`config.mk`:
```
export PLATFORM = sky130hd
export DESIGN_NAME = oled_panel_command_decoder
export DESIGN_NICKNAME = d
export VERILOG_FILES = /design/src/pkg/panel_pkg.sv /design/src/oled_panel_command_decoder.sv
export SDC_FILE = /design/constraint.sdc
export NUM_CORES = 1
export LEC_CHECK = 0
export ABC_AREA = 1
export BUFFER_PORTS_ARGS = -buffer_cell sky130_fd_sc_hd__buf_2
export CAP_MARGIN = 0
export CORE_ASPECT_RATIO = 0.8
export CORE_MARGIN = 8
export CORE_UTILIZATION = 40
export DETAILED_ROUTE_END_ITERATION = 16
export HOLD_SLACK_MARGIN = 0.08
export REMOVE_ABC_BUFFERS = 1
export SLEW_MARGIN = 15
export SYNTH_ARGS = -nofsm -noshare
export SYNTH_HDL_FRONTEND = slang
export SYNTH_SLANG_ARGS = --single-unit
```
`constraint.sdc`:
```
create_clock -name CLOCK -period 3.42 [get_ports CLOCK]
set_input_delay 0.684 -clock CLOCK [delete_from_list [all_inputs] [get_ports CLOCK]]
set_output_delay 0.684 -clock CLOCK [all_outputs]
set_load 0.03 [all_outputs]
```
`src/pkg/panel_pkg.sv`:
```
// constants, encodings and carrier types for the panel command decoder
package panel_pkg;

  // register port offsets
  localparam logic [3:0] OFS_CMD = 4'h0;
  localparam logic [3:0] OFS_DATA = 4'h1;
  localparam logic [3:0] OFS_CONTRAST = 4'h2;
  localparam logic [3:0] OFS_START_LINE = 4'h3;
  localparam logic [3:0] OFS_MUX = 4'h4;
  localparam logic [3:0] OFS_OFFSET = 4'h5;
  localparam logic [3:0] OFS_CLOCK = 4'h6;
  localparam logic [3:0] OFS_GPIO = 4'h7;
  localparam logic [3:0] OFS_SCROLL = 4'h8;

  // status bit positions
  localparam int STAT_LOCKED = 0;
  localparam int STAT_SCROLL = 1;
  localparam int STAT_OFF = 6;

  // command codes
  localparam logic [7:0] CMD_START_LO = 8'h40;
  localparam logic [7:0] CMD_START_HI = 8'h7F;
  localparam logic [7:0] CMD_CONTRAST = 8'h81;
  localparam logic [7:0] CMD_REMAP_OFF = 8'hA0;
  localparam logic [7:0] CMD_REMAP_ON = 8'hA1;
  localparam logic [7:0] CMD_FOLLOW_RAM = 8'hA4;
  localparam logic [7:0] CMD_ALL_ON = 8'hA5;
  localparam logic [7:0] CMD_NORMAL = 8'hA6;
  localparam logic [7:0] CMD_INVERSE = 8'hA7;
  localparam logic [7:0] CMD_MUX = 8'hA8;
  localparam logic [7:0] CMD_DISP_OFF = 8'hAE;
  localparam logic [7:0] CMD_DISP_ON = 8'hAF;
  localparam logic [7:0] CMD_PAGE_LO = 8'hB0;
  localparam logic [7:0] CMD_PAGE_HI = 8'hB7;
  localparam logic [7:0] CMD_SCAN_UP = 8'hC0;
  localparam logic [7:0] CMD_SCAN_DOWN = 8'hC8;
  localparam logic [7:0] CMD_OFFSET = 8'hD3;
  localparam logic [7:0] CMD_CLOCK = 8'hD5;
  localparam logic [7:0] CMD_PRECHARGE = 8'hD9;
  localparam logic [7:0] CMD_COM_PINS = 8'hDA;
  localparam logic [7:0] CMD_DESELECT = 8'hDB;
  localparam logic [7:0] CMD_GPIO = 8'hDC;
  localparam logic [7:0] CMD_LOCK = 8'hFD;
  localparam logic [7:0] CMD_HSCROLL_R = 8'h26;
  localparam logic [7:0] CMD_HSCROLL_L = 8'h27;
  localparam logic [7:0] CMD_VHSCROLL_R = 8'h29;
  localparam logic [7:0] CMD_VHSCROLL_L = 8'h2A;
  localparam logic [7:0] CMD_CONTENT_R = 8'h2C;
  localparam logic [7:0] CMD_CONTENT_L = 8'h2D;
  localparam logic [7:0] CMD_SCROLL_STOP = 8'h2E;
  localparam logic [7:0] CMD_SCROLL_GO = 8'h2F;
  localparam logic [7:0] CMD_ADDR_MODE = 8'h20;
  localparam logic [7:0] CMD_COL_ADDR = 8'h21;
  localparam logic [7:0] CMD_PAGE_ADDR = 8'h22;
  localparam logic [7:0] CMD_VSCROLL_AREA = 8'hA3;

  // parameter byte counts
  localparam logic [2:0] PCNT_NONE = 3'h0;
  localparam logic [2:0] PCNT_ONE = 3'h1;
  localparam logic [2:0] PCNT_TWO = 3'h2;
  localparam logic [2:0] PCNT_SCROLL = 3'h7;
  localparam int PARAM_DEPTH = 7;

  // field positions and limits
  localparam int LOCK_BIT = 2;
  localparam int COM_ALT_BIT = 4;
  localparam int COM_LR_BIT = 5;
  localparam logic [5:0] MUX_MIN_CODE = 6'h0F;

  // reset values
  localparam logic [7:0] RST_CONTRAST = 8'h7F;
  localparam logic [5:0] RST_MUX = 6'h3F;
  localparam logic [3:0] RST_CLK_DIV = 4'h0;
  localparam logic [3:0] RST_OSC = 4'h8;
  localparam logic [7:0] RST_PRECHARGE = 8'h22;
  localparam logic [7:0] RST_GPIO = 8'h00;

  typedef enum logic [1:0] {
    ST_IDLE = 2'b01,
    ST_PARAM = 2'b10
  } dec_state_t;

  typedef struct packed {
    logic [5:0] start_line;
    logic [7:0] contrast;
    logic seg_remap;
    logic entire_on;
    logic inverse;
    logic [5:0] mux_ratio;
    logic display_on;
    logic [2:0] page_start;
    logic com_reverse;
    logic [5:0] offset;
    logic [3:0] clk_div;
    logic [3:0] osc_freq;
    logic [7:0] precharge;
    logic com_alt;
    logic com_lr_swap;
    logic [7:0] gpio;
    logic locked;
  } panel_cfg_t;

  typedef struct packed {
    logic horiz_on;
    logic vert_on;
    logic dir_left;
    logic [2:0] start_page;
    logic [2:0] interval;
    logic [2:0] end_page;
    logic [5:0] voffset;
    logic [6:0] start_col;
    logic [6:0] end_col;
  } scroll_cfg_t;

  typedef struct packed {
    logic valid;
    logic [7:0] data;
    logic seg_remap;
  } mem_write_t;

endpackage

```
`src/oled_panel_command_decoder.sv`:
```
// command decoder, scan timing and scroll engine of the panel controller
//
// Contract
// - 40h-7Fh load start line 0..63
// - 81h loads 8-bit contrast value
// - A0h/A1h remap only affects later writes; the code also mirrors MEM_COLUMN at once
// - A5h all pixels on, A4h follow memory
// - A6h normal, A7h inverse pixel polarity
// - A8h sets multiplex ratio 16..64
// - AEh off: segments ground, commons floating
// - B0h-B7h set page start pointer
// - C0h/C8h scan direction flips image immediately
// - D3h sets 6-bit common offset
// - D5h low nibble divides display clock
// - D5h high nibble selects oscillator setting
// - D9h pre-charge length, reset two clocks
// - DAh bit4 alternative, bit5 left/right swap
// - DCh parameter sets general-purpose pin
// - FDh bit2 locks, ignores other traffic
// - horizontal scroll rotates 128 columns
// - offsets choose horizontal, vertical or diagonal
// - 2Eh stops scroll; host rewrites memory
// - 2Fh starts using latest setup only
//
// The placing of the registers and the strobed register port were decided locally.
`timescale 1ns/1ps
`default_nettype none

module oled_panel_command_decoder (
  // clock and reset
  input wire logic CLOCK,
  input wire logic RST,
  // register port
  input wire logic [3:0] ADDR,
  input wire logic [7:0] WDATA,
  input wire logic WR,
  input wire logic RD,
  output logic [7:0] RDATA,
  // display memory write
  output panel_pkg::mem_write_t MEM_WRITE,
  // scan side
  input wire logic CLOCK_SOURCE_SELECT_PIN,
  input wire logic PIXEL_IN,
  input wire logic [6:0] COLUMN_IN,
  output logic PIXEL_OUT,
  output logic [6:0] MEM_COLUMN,
  output logic [5:0] MEM_ROW,
  output logic [5:0] COM_INDEX,
  output logic DISPLAY_CLOCK_TICK,
  output logic FRAME_START,
  output logic SEGMENT_OUTPUT_EN,
  output logic COM_OE,
  output logic OSC_ENABLE,
  // configuration
  output panel_pkg::panel_cfg_t CFG,
  output panel_pkg::scroll_cfg_t SCROLL_CFG,
  output logic SCROLL_ACTIVE,
  output logic [6:0] HSCROLL,
  output logic [5:0] VSCROLL
);
  import panel_pkg::*;

  // number of parameter bytes that follow a command
  function automatic logic [2:0] param_count(input logic [7:0] c);
    case (c)
      CMD_CONTRAST, CMD_MUX, CMD_OFFSET, CMD_CLOCK, CMD_PRECHARGE,
      CMD_COM_PINS, CMD_DESELECT, CMD_GPIO, CMD_LOCK, CMD_ADDR_MODE: param_count = PCNT_ONE;
      CMD_COL_ADDR, CMD_PAGE_ADDR, CMD_VSCROLL_AREA: param_count = PCNT_TWO;
      CMD_HSCROLL_R, CMD_HSCROLL_L, CMD_VHSCROLL_R, CMD_VHSCROLL_L,
      CMD_CONTENT_R, CMD_CONTENT_L: param_count = PCNT_SCROLL;
      default: param_count = PCNT_NONE;
    endcase
  endfunction

  function automatic logic is_scroll_setup(input logic [7:0] c);
    is_scroll_setup = (c == CMD_HSCROLL_R) || (c == CMD_HSCROLL_L) ||
                      (c == CMD_VHSCROLL_R) || (c == CMD_VHSCROLL_L);
  endfunction

  dec_state_t state_reg;
  logic [7:0] cmd_reg;
  logic [2:0] idx_reg;
  logic [2:0] need_reg;
  logic done_reg;
  logic [7:0] param_reg [PARAM_DEPTH];
  panel_cfg_t cfg_reg;
  scroll_cfg_t scroll_reg;
  logic scroll_active_reg;
  logic [6:0] hscroll_reg;
  logic [5:0] vscroll_reg;
  logic [2:0] frame_cnt_reg;
  logic [3:0] div_cnt_reg;
  logic tick_reg;
  logic [5:0] row_reg;
  logic frame_reg;
  logic [7:0] rdata_reg;
  mem_write_t mem_reg;
  logic pixel_reg;
  logic [6:0] column_reg;
  logic [5:0] mem_row_reg;
  logic [5:0] com_reg;

  logic cmd_wr;
  logic data_wr;
  logic single_ok;
  logic [2:0] cnt_in;
  logic [6:0] seg_col;

  assign cmd_wr = WR && (ADDR == OFS_CMD);
  assign data_wr = WR && (ADDR == OFS_DATA);
  assign cnt_in = param_count(WDATA);
  // while locked only the lock command itself gets through
  assign single_ok = cmd_wr && (state_reg == ST_IDLE) && !cfg_reg.locked;

  // byte collection; the setting lands one cycle after its last byte
  always_ff @(posedge CLOCK) begin
    if (RST) begin
      state_reg <= ST_IDLE;
      cmd_reg <= 8'h00;
      idx_reg <= 3'h0;
      need_reg <= 3'h0;
      done_reg <= 1'b0;
    end else begin
      done_reg <= 1'b0;
      case (state_reg)
        ST_IDLE: begin
          if (cmd_wr && (cnt_in != PCNT_NONE) &&
              (!cfg_reg.locked || WDATA == CMD_LOCK)) begin
            state_reg <= ST_PARAM;
            cmd_reg <= WDATA;
            idx_reg <= 3'h0;
            need_reg <= cnt_in - 3'h1;
          end
        end
        ST_PARAM: begin
          if (cmd_wr) begin
            idx_reg <= idx_reg + 3'h1;
            if (idx_reg == need_reg) begin
              state_reg <= ST_IDLE;
              done_reg <= 1'b1;
            end
          end
        end
        default: state_reg <= ST_IDLE;
      endcase
    end
  end

  genvar gi;
  generate
    for (gi = 0; gi < PARAM_DEPTH; gi++) begin : g_param
      always_ff @(posedge CLOCK) begin
        if (RST) begin
          param_reg[gi] <= 8'h00;
        end else if (cmd_wr && state_reg == ST_PARAM && idx_reg == 3'(gi)) begin
          param_reg[gi] <= WDATA;
        end
      end
    end
  endgenerate

  // panel settings
  always_ff @(posedge CLOCK) begin
    if (RST) begin
      cfg_reg <= '0;
      cfg_reg.contrast <= RST_CONTRAST;
      cfg_reg.mux_ratio <= RST_MUX;
      cfg_reg.clk_div <= RST_CLK_DIV;
      cfg_reg.osc_freq <= RST_OSC;
      cfg_reg.precharge <= RST_PRECHARGE;
      cfg_reg.gpio <= RST_GPIO;
    end else begin
      if (done_reg) begin
        case (cmd_reg)
          CMD_CONTRAST: cfg_reg.contrast <= param_reg[0];
          CMD_MUX: begin
            // codes below 15 are not a legal ratio and leave it unchanged
            if (param_reg[0][5:0] >= MUX_MIN_CODE) begin
              cfg_reg.mux_ratio <= param_reg[0][5:0];
            end
          end
          CMD_OFFSET: cfg_reg.offset <= param_reg[0][5:0];
          CMD_CLOCK: begin
            cfg_reg.clk_div <= param_reg[0][3:0];
            cfg_reg.osc_freq <= param_reg[0][7:4];
          end
          CMD_PRECHARGE: cfg_reg.precharge <= param_reg[0];
          CMD_COM_PINS: begin
            cfg_reg.com_alt <= param_reg[0][COM_ALT_BIT];
            cfg_reg.com_lr_swap <= param_reg[0][COM_LR_BIT];
          end
          CMD_GPIO: cfg_reg.gpio <= param_reg[0];
          CMD_LOCK: cfg_reg.locked <= param_reg[0][LOCK_BIT];
          default: ;
        endcase
      end
      if (single_ok) begin
        if (WDATA >= CMD_START_LO && WDATA <= CMD_START_HI) begin
          cfg_reg.start_line <= WDATA[5:0];
        end
        if (WDATA >= CMD_PAGE_LO && WDATA <= CMD_PAGE_HI) begin
          cfg_reg.page_start <= WDATA[2:0];
        end
        case (WDATA)
          CMD_REMAP_OFF: cfg_reg.seg_remap <= 1'b0;
          CMD_REMAP_ON: cfg_reg.seg_remap <= 1'b1;
          CMD_FOLLOW_RAM: cfg_reg.entire_on <= 1'b0;
          CMD_ALL_ON: cfg_reg.entire_on <= 1'b1;
          CMD_NORMAL: cfg_reg.inverse <= 1'b0;
          CMD_INVERSE: cfg_reg.inverse <= 1'b1;
          CMD_DISP_OFF: cfg_reg.display_on <= 1'b0;
          CMD_DISP_ON: cfg_reg.display_on <= 1'b1;
          CMD_SCAN_UP: cfg_reg.com_reverse <= 1'b0;
          CMD_SCAN_DOWN: cfg_reg.com_reverse <= 1'b1;
          default: ;
        endcase
      end
    end
  end

  // scroll setup: a new setup replaces every field of the old one
  always_ff @(posedge CLOCK) begin
    if (RST) begin
      scroll_reg <= '0;
    end else if (done_reg && is_scroll_setup(cmd_reg)) begin
      scroll_reg.start_page <= param_reg[1][2:0];
      scroll_reg.interval <= param_reg[2][2:0];
      scroll_reg.end_page <= param_reg[3][2:0];
      scroll_reg.start_col <= param_reg[5][6:0];
      scroll_reg.end_col <= param_reg[6][6:0];
      scroll_reg.dir_left <= (cmd_reg == CMD_HSCROLL_L) || (cmd_reg == CMD_VHSCROLL_L);
      if (cmd_reg == CMD_HSCROLL_R || cmd_reg == CMD_HSCROLL_L) begin
        scroll_reg.horiz_on <= 1'b1;
        scroll_reg.vert_on <= 1'b0;
        scroll_reg.voffset <= 6'h00;
      end else begin
        scroll_reg.horiz_on <= param_reg[0][0];
        scroll_reg.vert_on <= (param_reg[4][5:0] != 6'h00);
        scroll_reg.voffset <= param_reg[4][5:0];
      end
    end
  end

  // scroll motion, stepped once every interval+1 frames
  always_ff @(posedge CLOCK) begin
    if (RST) begin
      scroll_active_reg <= 1'b0;
      hscroll_reg <= 7'h00;
      vscroll_reg <= 6'h00;
      frame_cnt_reg <= 3'h0;
    end else if (single_ok && WDATA == CMD_SCROLL_STOP) begin
      // the offsets are dropped, so memory shows unscrolled and must be rewritten
      scroll_active_reg <= 1'b0;
      hscroll_reg <= 7'h00;
      vscroll_reg <= 6'h00;
      frame_cnt_reg <= 3'h0;
    end else if (single_ok && WDATA == CMD_SCROLL_GO) begin
      scroll_active_reg <= 1'b1;
      frame_cnt_reg <= 3'h0;
    end else if (scroll_active_reg && frame_reg) begin
      if (frame_cnt_reg == scroll_reg.interval) begin
        frame_cnt_reg <= 3'h0;
        if (scroll_reg.horiz_on) begin
          // seven bits wrap the edge column to the far side
          hscroll_reg <= scroll_reg.dir_left ? hscroll_reg + 7'h01 : hscroll_reg - 7'h01;
        end
        if (scroll_reg.vert_on) begin
          vscroll_reg <= vscroll_reg + scroll_reg.voffset;
        end
      end else begin
        frame_cnt_reg <= frame_cnt_reg + 3'h1;
      end
    end
  end

  // display clock divider: field value plus one
  always_ff @(posedge CLOCK) begin
    if (RST) begin
      div_cnt_reg <= 4'h0;
      tick_reg <= 1'b0;
    end else if (div_cnt_reg >= cfg_reg.clk_div) begin
      div_cnt_reg <= 4'h0;
      tick_reg <= 1'b1;
    end else begin
      div_cnt_reg <= div_cnt_reg + 4'h1;
      tick_reg <= 1'b0;
    end
  end

  // common scan, one row per display clock
  always_ff @(posedge CLOCK) begin
    if (RST) begin
      row_reg <= 6'h00;
      frame_reg <= 1'b0;
      com_reg <= 6'h00;
      mem_row_reg <= 6'h00;
    end else begin
      frame_reg <= 1'b0;
      if (tick_reg) begin
        if (row_reg >= cfg_reg.mux_ratio) begin
          row_reg <= 6'h00;
          frame_reg <= 1'b1;
        end else begin
          row_reg <= row_reg + 6'h01;
        end
        com_reg <= cfg_reg.com_reverse ? cfg_reg.mux_ratio - row_reg : row_reg;
        mem_row_reg <= row_reg + cfg_reg.start_line + cfg_reg.offset + vscroll_reg;
      end
    end
  end

  // segment path: one cycle from pixel in to pixel out
  assign seg_col = cfg_reg.seg_remap ? ~COLUMN_IN : COLUMN_IN;
  always_ff @(posedge CLOCK) begin
    if (RST) begin
      pixel_reg <= 1'b0;
      column_reg <= 7'h00;
    end else begin
      pixel_reg <= cfg_reg.display_on &&
                   (cfg_reg.entire_on || (PIXEL_IN ^ cfg_reg.inverse));
      column_reg <= seg_col + hscroll_reg;
    end
  end

  // memory writes carry the remap in force when they arrive
  always_ff @(posedge CLOCK) begin
    if (RST) begin
      mem_reg <= '0;
    end else begin
      mem_reg.valid <= data_wr && !cfg_reg.locked;
      mem_reg.data <= WDATA;
      mem_reg.seg_remap <= cfg_reg.seg_remap;
    end
  end

  // register read, data stands only in the cycle after the strobe
  always_ff @(posedge CLOCK) begin
    if (RST) begin
      rdata_reg <= 8'h00;
    end else if (RD) begin
      case (ADDR)
        OFS_CMD: begin
          rdata_reg <= 8'h00;
          rdata_reg[STAT_OFF] <= !cfg_reg.display_on;
          rdata_reg[STAT_LOCKED] <= cfg_reg.locked;
          rdata_reg[STAT_SCROLL] <= scroll_active_reg;
        end
        OFS_CONTRAST: rdata_reg <= cfg_reg.contrast;
        OFS_START_LINE: rdata_reg <= {2'b00, cfg_reg.start_line};
        OFS_MUX: rdata_reg <= {2'b00, cfg_reg.mux_ratio};
        OFS_OFFSET: rdata_reg <= {2'b00, cfg_reg.offset};
        OFS_CLOCK: rdata_reg <= {cfg_reg.osc_freq, cfg_reg.clk_div};
        OFS_GPIO: rdata_reg <= cfg_reg.gpio;
        OFS_SCROLL: rdata_reg <= {1'b0, hscroll_reg};
        default: rdata_reg <= 8'h00;
      endcase
    end else begin
      rdata_reg <= 8'h00;
    end
  end

  assign RDATA = rdata_reg;
  assign MEM_WRITE = mem_reg;
  assign PIXEL_OUT = pixel_reg;
  assign MEM_COLUMN = column_reg;
  assign MEM_ROW = mem_row_reg;
  assign COM_INDEX = com_reg;
  assign DISPLAY_CLOCK_TICK = tick_reg;
  assign FRAME_START = frame_reg;
  // off: segments held at ground, commons released
  assign SEGMENT_OUTPUT_EN = cfg_reg.display_on;
  assign COM_OE = cfg_reg.display_on;
  assign OSC_ENABLE = CLOCK_SOURCE_SELECT_PIN;
  assign CFG = cfg_reg;
  assign SCROLL_CFG = scroll_reg;
  assign SCROLL_ACTIVE = scroll_active_reg;
  assign HSCROLL = hscroll_reg;
  assign VSCROLL = vscroll_reg;

endmodule // oled_panel_command_decoder

`default_nettype wire

```
Word-level counts from Yosys, hierarchy flattened. Memories as Yosys holds them, arrays and structs flattened. A register that Yosys moved wholly into a read port is not among the register bits. Cells that the tools add are included.

Input port bits: 25. Logic and storage cells: 264. Bits in registers: 154. RAM bits: 56. Memories: 1. Output and inout port bits: 150.

Memory list: param_reg (depth 7, bits a word 8, rd ports 7, clocked after Yosys merged registers in 5, wr ports 7, line oled_panel_command_decoder.sv:85) `logic [7:0] param_reg [PARAM_DEPTH];`.

Add/sub/neg operators: 13. Reductions and logical operators: 69. Eq/ne operators: 64. Bitwise logic cells: 14. Multiplexer cells: 54. Magnitude comparators: 7.

Operators with widths (number): $eq A8 B8 Y1 const B (28); $eq A8 B6 Y1 const B (15); $pmux W8 S8 (1); $mux W8 (7); $reduce_and A2 Y1 (15); $mux W1 (26); $add A6 B6 Y6 (4); $logic_and A1 B1 Y1 (22); $mux W6 (3); $eq A4 B3 Y1 const B (4); $mux W7 (2); $reduce_bool A2 Y1 (6); $pmux W1 S2 (5); $reduce_or A10 Y1 (1); $eq A3 B3 Y1 const B (3); $mux W3 (3); $pmux W3 S3 (1); $reduce_and A3 Y1 (3); $reduce_or A3 Y1 (3); $eq A4 B2 Y1 const B (2); $ge A8 B7 Y1 const B (1); $ge A8 B8 Y1 const B (1); $le A8 B7 Y1 const B (1); $le A8 B8 Y1 const B (1); 36 further kinds (63).

Longest topological paths before layout.
Depth after elaboration: 8. Mapped depth: 18. Depth with buffers taken out: 17.

Least setup slack after synthesis. OpenSTA, ideal clock, no wires.

Path kind: register to register. Start point: register vscroll_reg[1] (netlist: VSCROLL[1]). End point: register mem_row_reg[5] (netlist: MEM_ROW[5]). Arrival: 2.593 ns. Setup time: 0.127 ns. Path buffers: 0. Cell stages (with the launch flop): 13. Clock period less this slack: 2.720 ns. Required time: 3.293 ns. Path slack: 0.700 ns. Cells stage by stage: dfxtp_1 -> fa_1 -> fa_1 -> ha_1 -> fa_1 -> nand3_1 -> nand3_1 -> nand2_1 -> nand2_1 -> inv_1 -> nand3_1 -> nand2_1 -> a21oi_1.

Cells in the longest elaborated chain, start to end: 1.

RTL lines: start, declared (line oled_panel_command_decoder.sv:90) `logic [5:0] vscroll_reg;`; start signal, assigned (line oled_panel_command_decoder.sv:268) `vscroll_reg <= vscroll_reg + scroll_reg.voffset;`; $add A6 B6 Y6 (line oled_panel_command_decoder.sv:307) `mem_row_reg <= row_reg + cfg_reg.start_line + cfg_reg.offset + vscroll_reg;`; end signal, assigned (line oled_panel_command_decoder.sv:307); end, declared (line oled_panel_command_decoder.sv:100) `logic [5:0] mem_row_reg;`.

No other way between the ends. A chain may end at the register's enable or synchronous reset.

Final worst setup path. Same ends and word-level chain as after synthesis.

==> results by stage <==
Status:
- The run finished with clean final reports.

Die:
- For this configuration, the core starts out at a cell density of 40.4%.
- The height of the chip is 161 um.
- 175 I/O pins were placed.
- The floorplan die width is 198 um.
- The initialized floorplan defines 53 standard-cell rows.
- The placeable core region is roughly 26000 um2.
- The area of the die is 31800 um2.

Timing:
- In this run the tightest slew margin relative to its limit is 47.3%.
- Setup violations remaining at the end of the flow were counted as 0.
- Setup repair after global routing left no endpoint under its margin.
- Of the available clock period, the critical path in the final layout requires 78.4%.
- Static timing analysis puts the maximum clock frequency at 373 MHz.
- The final max-slew violation count is 0.
- The pin slew with the least headroom to its limit is 782 ps.
- The number of endpoints with negative hold slack in the final report is 0.
- Summed over all failing endpoints, the final setup total negative slack is 0 ps.
- The final worst clock skew is 25.8 ps.
- The shortest clock period the worst path allows after layout is 2680 ps.

Clock network:
- Clock-pin slew was measured on the worst setup and hold paths at approximately 60 ps.
- The hold buffer count at CTS is 0.
- TritonCTS built the clock tree.
- After clock tree synthesis, the setup repair step added 0 buffers.
- In this run, post-CTS repair resized a total of 0 instances.
- The clock tree root driver cell is sky130_fd_sc_hd__clkbuf_16.
- The number of clock sinks seen by CTS is 214.
- The insertion delay to the later sink of the worst-skew pair is 530 ps.
- The clock passes through at most 3 buffers.
- The deepest level of the CTS H-tree is 1.
- The total clock buffers created by CTS is 24.

Pwr:
- The analysis attributes to cell leakage a power of 5.74 nW.
- The ratio of total power to cell area is 441 nW/um2.
- Overall power consumption after layout is estimated at 5.48 mW.
- The maximum VDD drop is 0.340 mV.

Placed design:
- Detailed placement finished with a half-perimeter wire length of 26000 um.
- The quantity of I/O buffers inserted on ports is between 150 and 200.
- The global placer's final weighted congestion is 0.937.

GRT:
- The wire length of the first global-routing pass is 51500 um.
- The highest-utilization routing layer at the global route stage is met1.
- The maximum number of pins on one net before global-route repair is 41.
- The global routing met2 resource utilization is between 20% and 30%.
- The initial antenna violation count is 3.
- Across every metal layer, demand over resource in global routing totals around a fifth.
- For met3 alone, demand over resource in global routing was under 10%.
- The met1 global-route usage is a little under a third.
- The via count of the first global-routing pass is about 8900.
- Summed over all layers, the global routing overflow is 0.

Hold path:
- The worst hold path stage count is 3.
- The worst hold path begins at RD.
- The worst hold path class is input pin to flop.

Yosys:
- The cell type with the highest aggregate area in the netlist is sky130_fd_sc_hd__dfxtp_1.
- Yosys instantiated no cell more often than sky130_fd_sc_hd__nand2_1.
- Sorting the synthesized cells by area gives the leading types as sky130_fd_sc_hd__dfxtp_1 34%, sky130_fd_sc_hd__edfxtp_1 11%, sky130_fd_sc_hd__nand2_1 8.5%.
- In this run the biggest area consumer among cell types represents 33.6% of the synthesized area.
- For this run, the leading register cell type out of synthesis is sky130_fd_sc_hd__dfxtp_1.
- The Yosys step of the flow raised 0 warnings.
- The share of async-settable or async-resettable flops after synthesis is 0%.
- The share of synthesized area occupied by flip-flops and latches is 44.1%.
- The mapped cell area is roughly 11000 um2.
- Synthesis produced approximately 1300 cells.
- The post-synthesis area per instance is between 8 and 9 um2.
- The flop and latch count out of synthesis is 214.
- After synthesis, the most frequently instantiated cells are 238 x sky130_fd_sc_hd__nand2_1, 177 x sky130_fd_sc_hd__dfxtp_1, 164 x sky130_fd_sc_hd__nor2_1.
- The count of unique library cells instantiated by Yosys is 47.
- The number of synthesized flops with an enable pin is 37.

Detailed routing:
- The iteration count of the initial detailed-routing pass is 5.
- The total vias in the final route is 9423.
- The overall routed net length is 33400 um.
- The remaining number of nets flagged by the antenna check after routing is 0.
- After detailed routing, the average wire length per cell comes to 18.2 um.
- The detailed router finished its first iteration with 797 violations.
- For this run, design rule violations remaining after detail routing come to 0.
- The via-per-instance ratio is between 5 and 6.

Critical path:
- The worst register-to-register path has a depth of 12.
- The category of the critical setup timing path is flop to flop.
- Data arrives at the worst endpoint at 3060 ps.
- The peak fanout along the critical path is 5.
- The worst setup path startpoint is VSCROLL[1]$_SDFFE_PP0P_.
- The worst setup path is launched from a flop.
- The launch point of the worst reg-to-reg path is VSCROLL[1]$_SDFFE_PP0P_.
- The data required time at the worst endpoint is 3800 ps.
- STA classifies the critical path endpoint as a flop.

Final layout:
- The number of flip-flops under the largest register name is 60.
- The final layout contains 1545 nets.
- The utilization after layout is a little under half.
- The layout overhead on the synthesized area is 17.8%.
- Cells with a size suffix above 1 make up 21.0% of the layout.
- The number of diodes is 0.

Job:
- The count of max-cap constraint violations is 0.
-- logic make-up (layout without fill, tap and decap cells) --
group | Yosys count | in the layout | share of synthesized area [%]
and+or+nand+nor | 547 | 547 | 24.0
AOI/OAI and AO/OA | 261 | 261 | 13.8
buffers and inverters | 193 | 375 | 8.01
DFF | 214 | 214 | 44.1
adders and majority gates | 55 | 55 | 7.52
xor gates and xnor gates | 31 | 31 | 2.57
-- final timing paths --
path                                               endpoint  slack, ps
worst max-delay path                MEM_ROW[5]$_SDFFE_PP0P_        740
worst min-delay path                    RDATA[7]$_SDFF_PP0_        420
worst max register to register      MEM_ROW[5]$_SDFFE_PP0P_        740
worst min register to register  SCROLL_CFG[11]$_SDFFE_PP0P_        470
-- critical path: stages (launching register included) --
cell and delay [ps]:
sky130_fd_sc_hd__dfxtp_1 410, sky130_fd_sc_hd__fa_1 470, sky130_fd_sc_hd__fa_1 470, sky130_fd_sc_hd__ha_1 240, sky130_fd_sc_hd__fa_1 410, sky130_fd_sc_hd__nand3_1 130
sky130_fd_sc_hd__nand3_1 70, sky130_fd_sc_hd__nand2_1 60, sky130_fd_sc_hd__nand2_1 60, sky130_fd_sc_hd__inv_1 50, sky130_fd_sc_hd__nand3_1 60, sky130_fd_sc_hd__nand2_1 70
sky130_fd_sc_hd__a21oi_1 60
-- where the power goes --
part	internal, mW	total (mW)	switching, mW
sequential	2.60	2.63	0.0251
clock	1.50	2.56	1.06
combinational	0.0745	0.292	0.217
total	4.17	5.48	1.30
-- cell type report --
type	count	area, um2
clock buffers	33	696
clock inverters	11	85.1
fillers	2643	13700
inverters	149	562
multi-input cells	894	5050
flip-flops and latches	214	4660
well taps	357	447
repair buffers	182	936
-- per-stage QoR --
step	hold WS, ps	cell area, um2	worst slack, ps	cells
after floorplan	430	10300	480	1257
after global placement	449	11600	399	1796
after detailed placement	457	11600	326	1796
after CTS	415	12400	720	1840
after global routing	421	12400	566	1840
final	423	12400	740	1840
-- cell usage in the layout, fill, tap and decap left out, drive strengths merged --
cell      netlist  layout
nand3          87      87
a21boi          1       1
o221ai          2       2
dfxtp         177     177
a22oi           1       1
a211oi          1       1
xnor2           8       8
nand3b          2       2
clkbuf         15      33
a31oi           2       2
o21ai          98      98
nor2          174     174
buf            29     182
o31ai           1       1
or2             2       2
bufinv          0       1
a21oi         134     134
nor3           15      15
inv           146     146
nand4          18      18
nand2         249     249
o2bb2ai         1       1
o211ai         12      12
clkinvlp        0       2
edfxtp         37      37
fa             14      14
ha             41      41
clkinv          3      11
xor2           23      23
o22ai           8       8
-- metal layers --
| layer | share of wire [%] | vias to the layer above |
|---|---|---|
| met2 | 39 | 352 |
| met3 | 9.0 | 52 |
| met5 | 0.093 | - |
| met4 | 2.1 | 4 |
| li1 | - | 4618 |
| met1 | 49 | 4397 |
No activity file was read; power rests on OpenSTA's default activity.
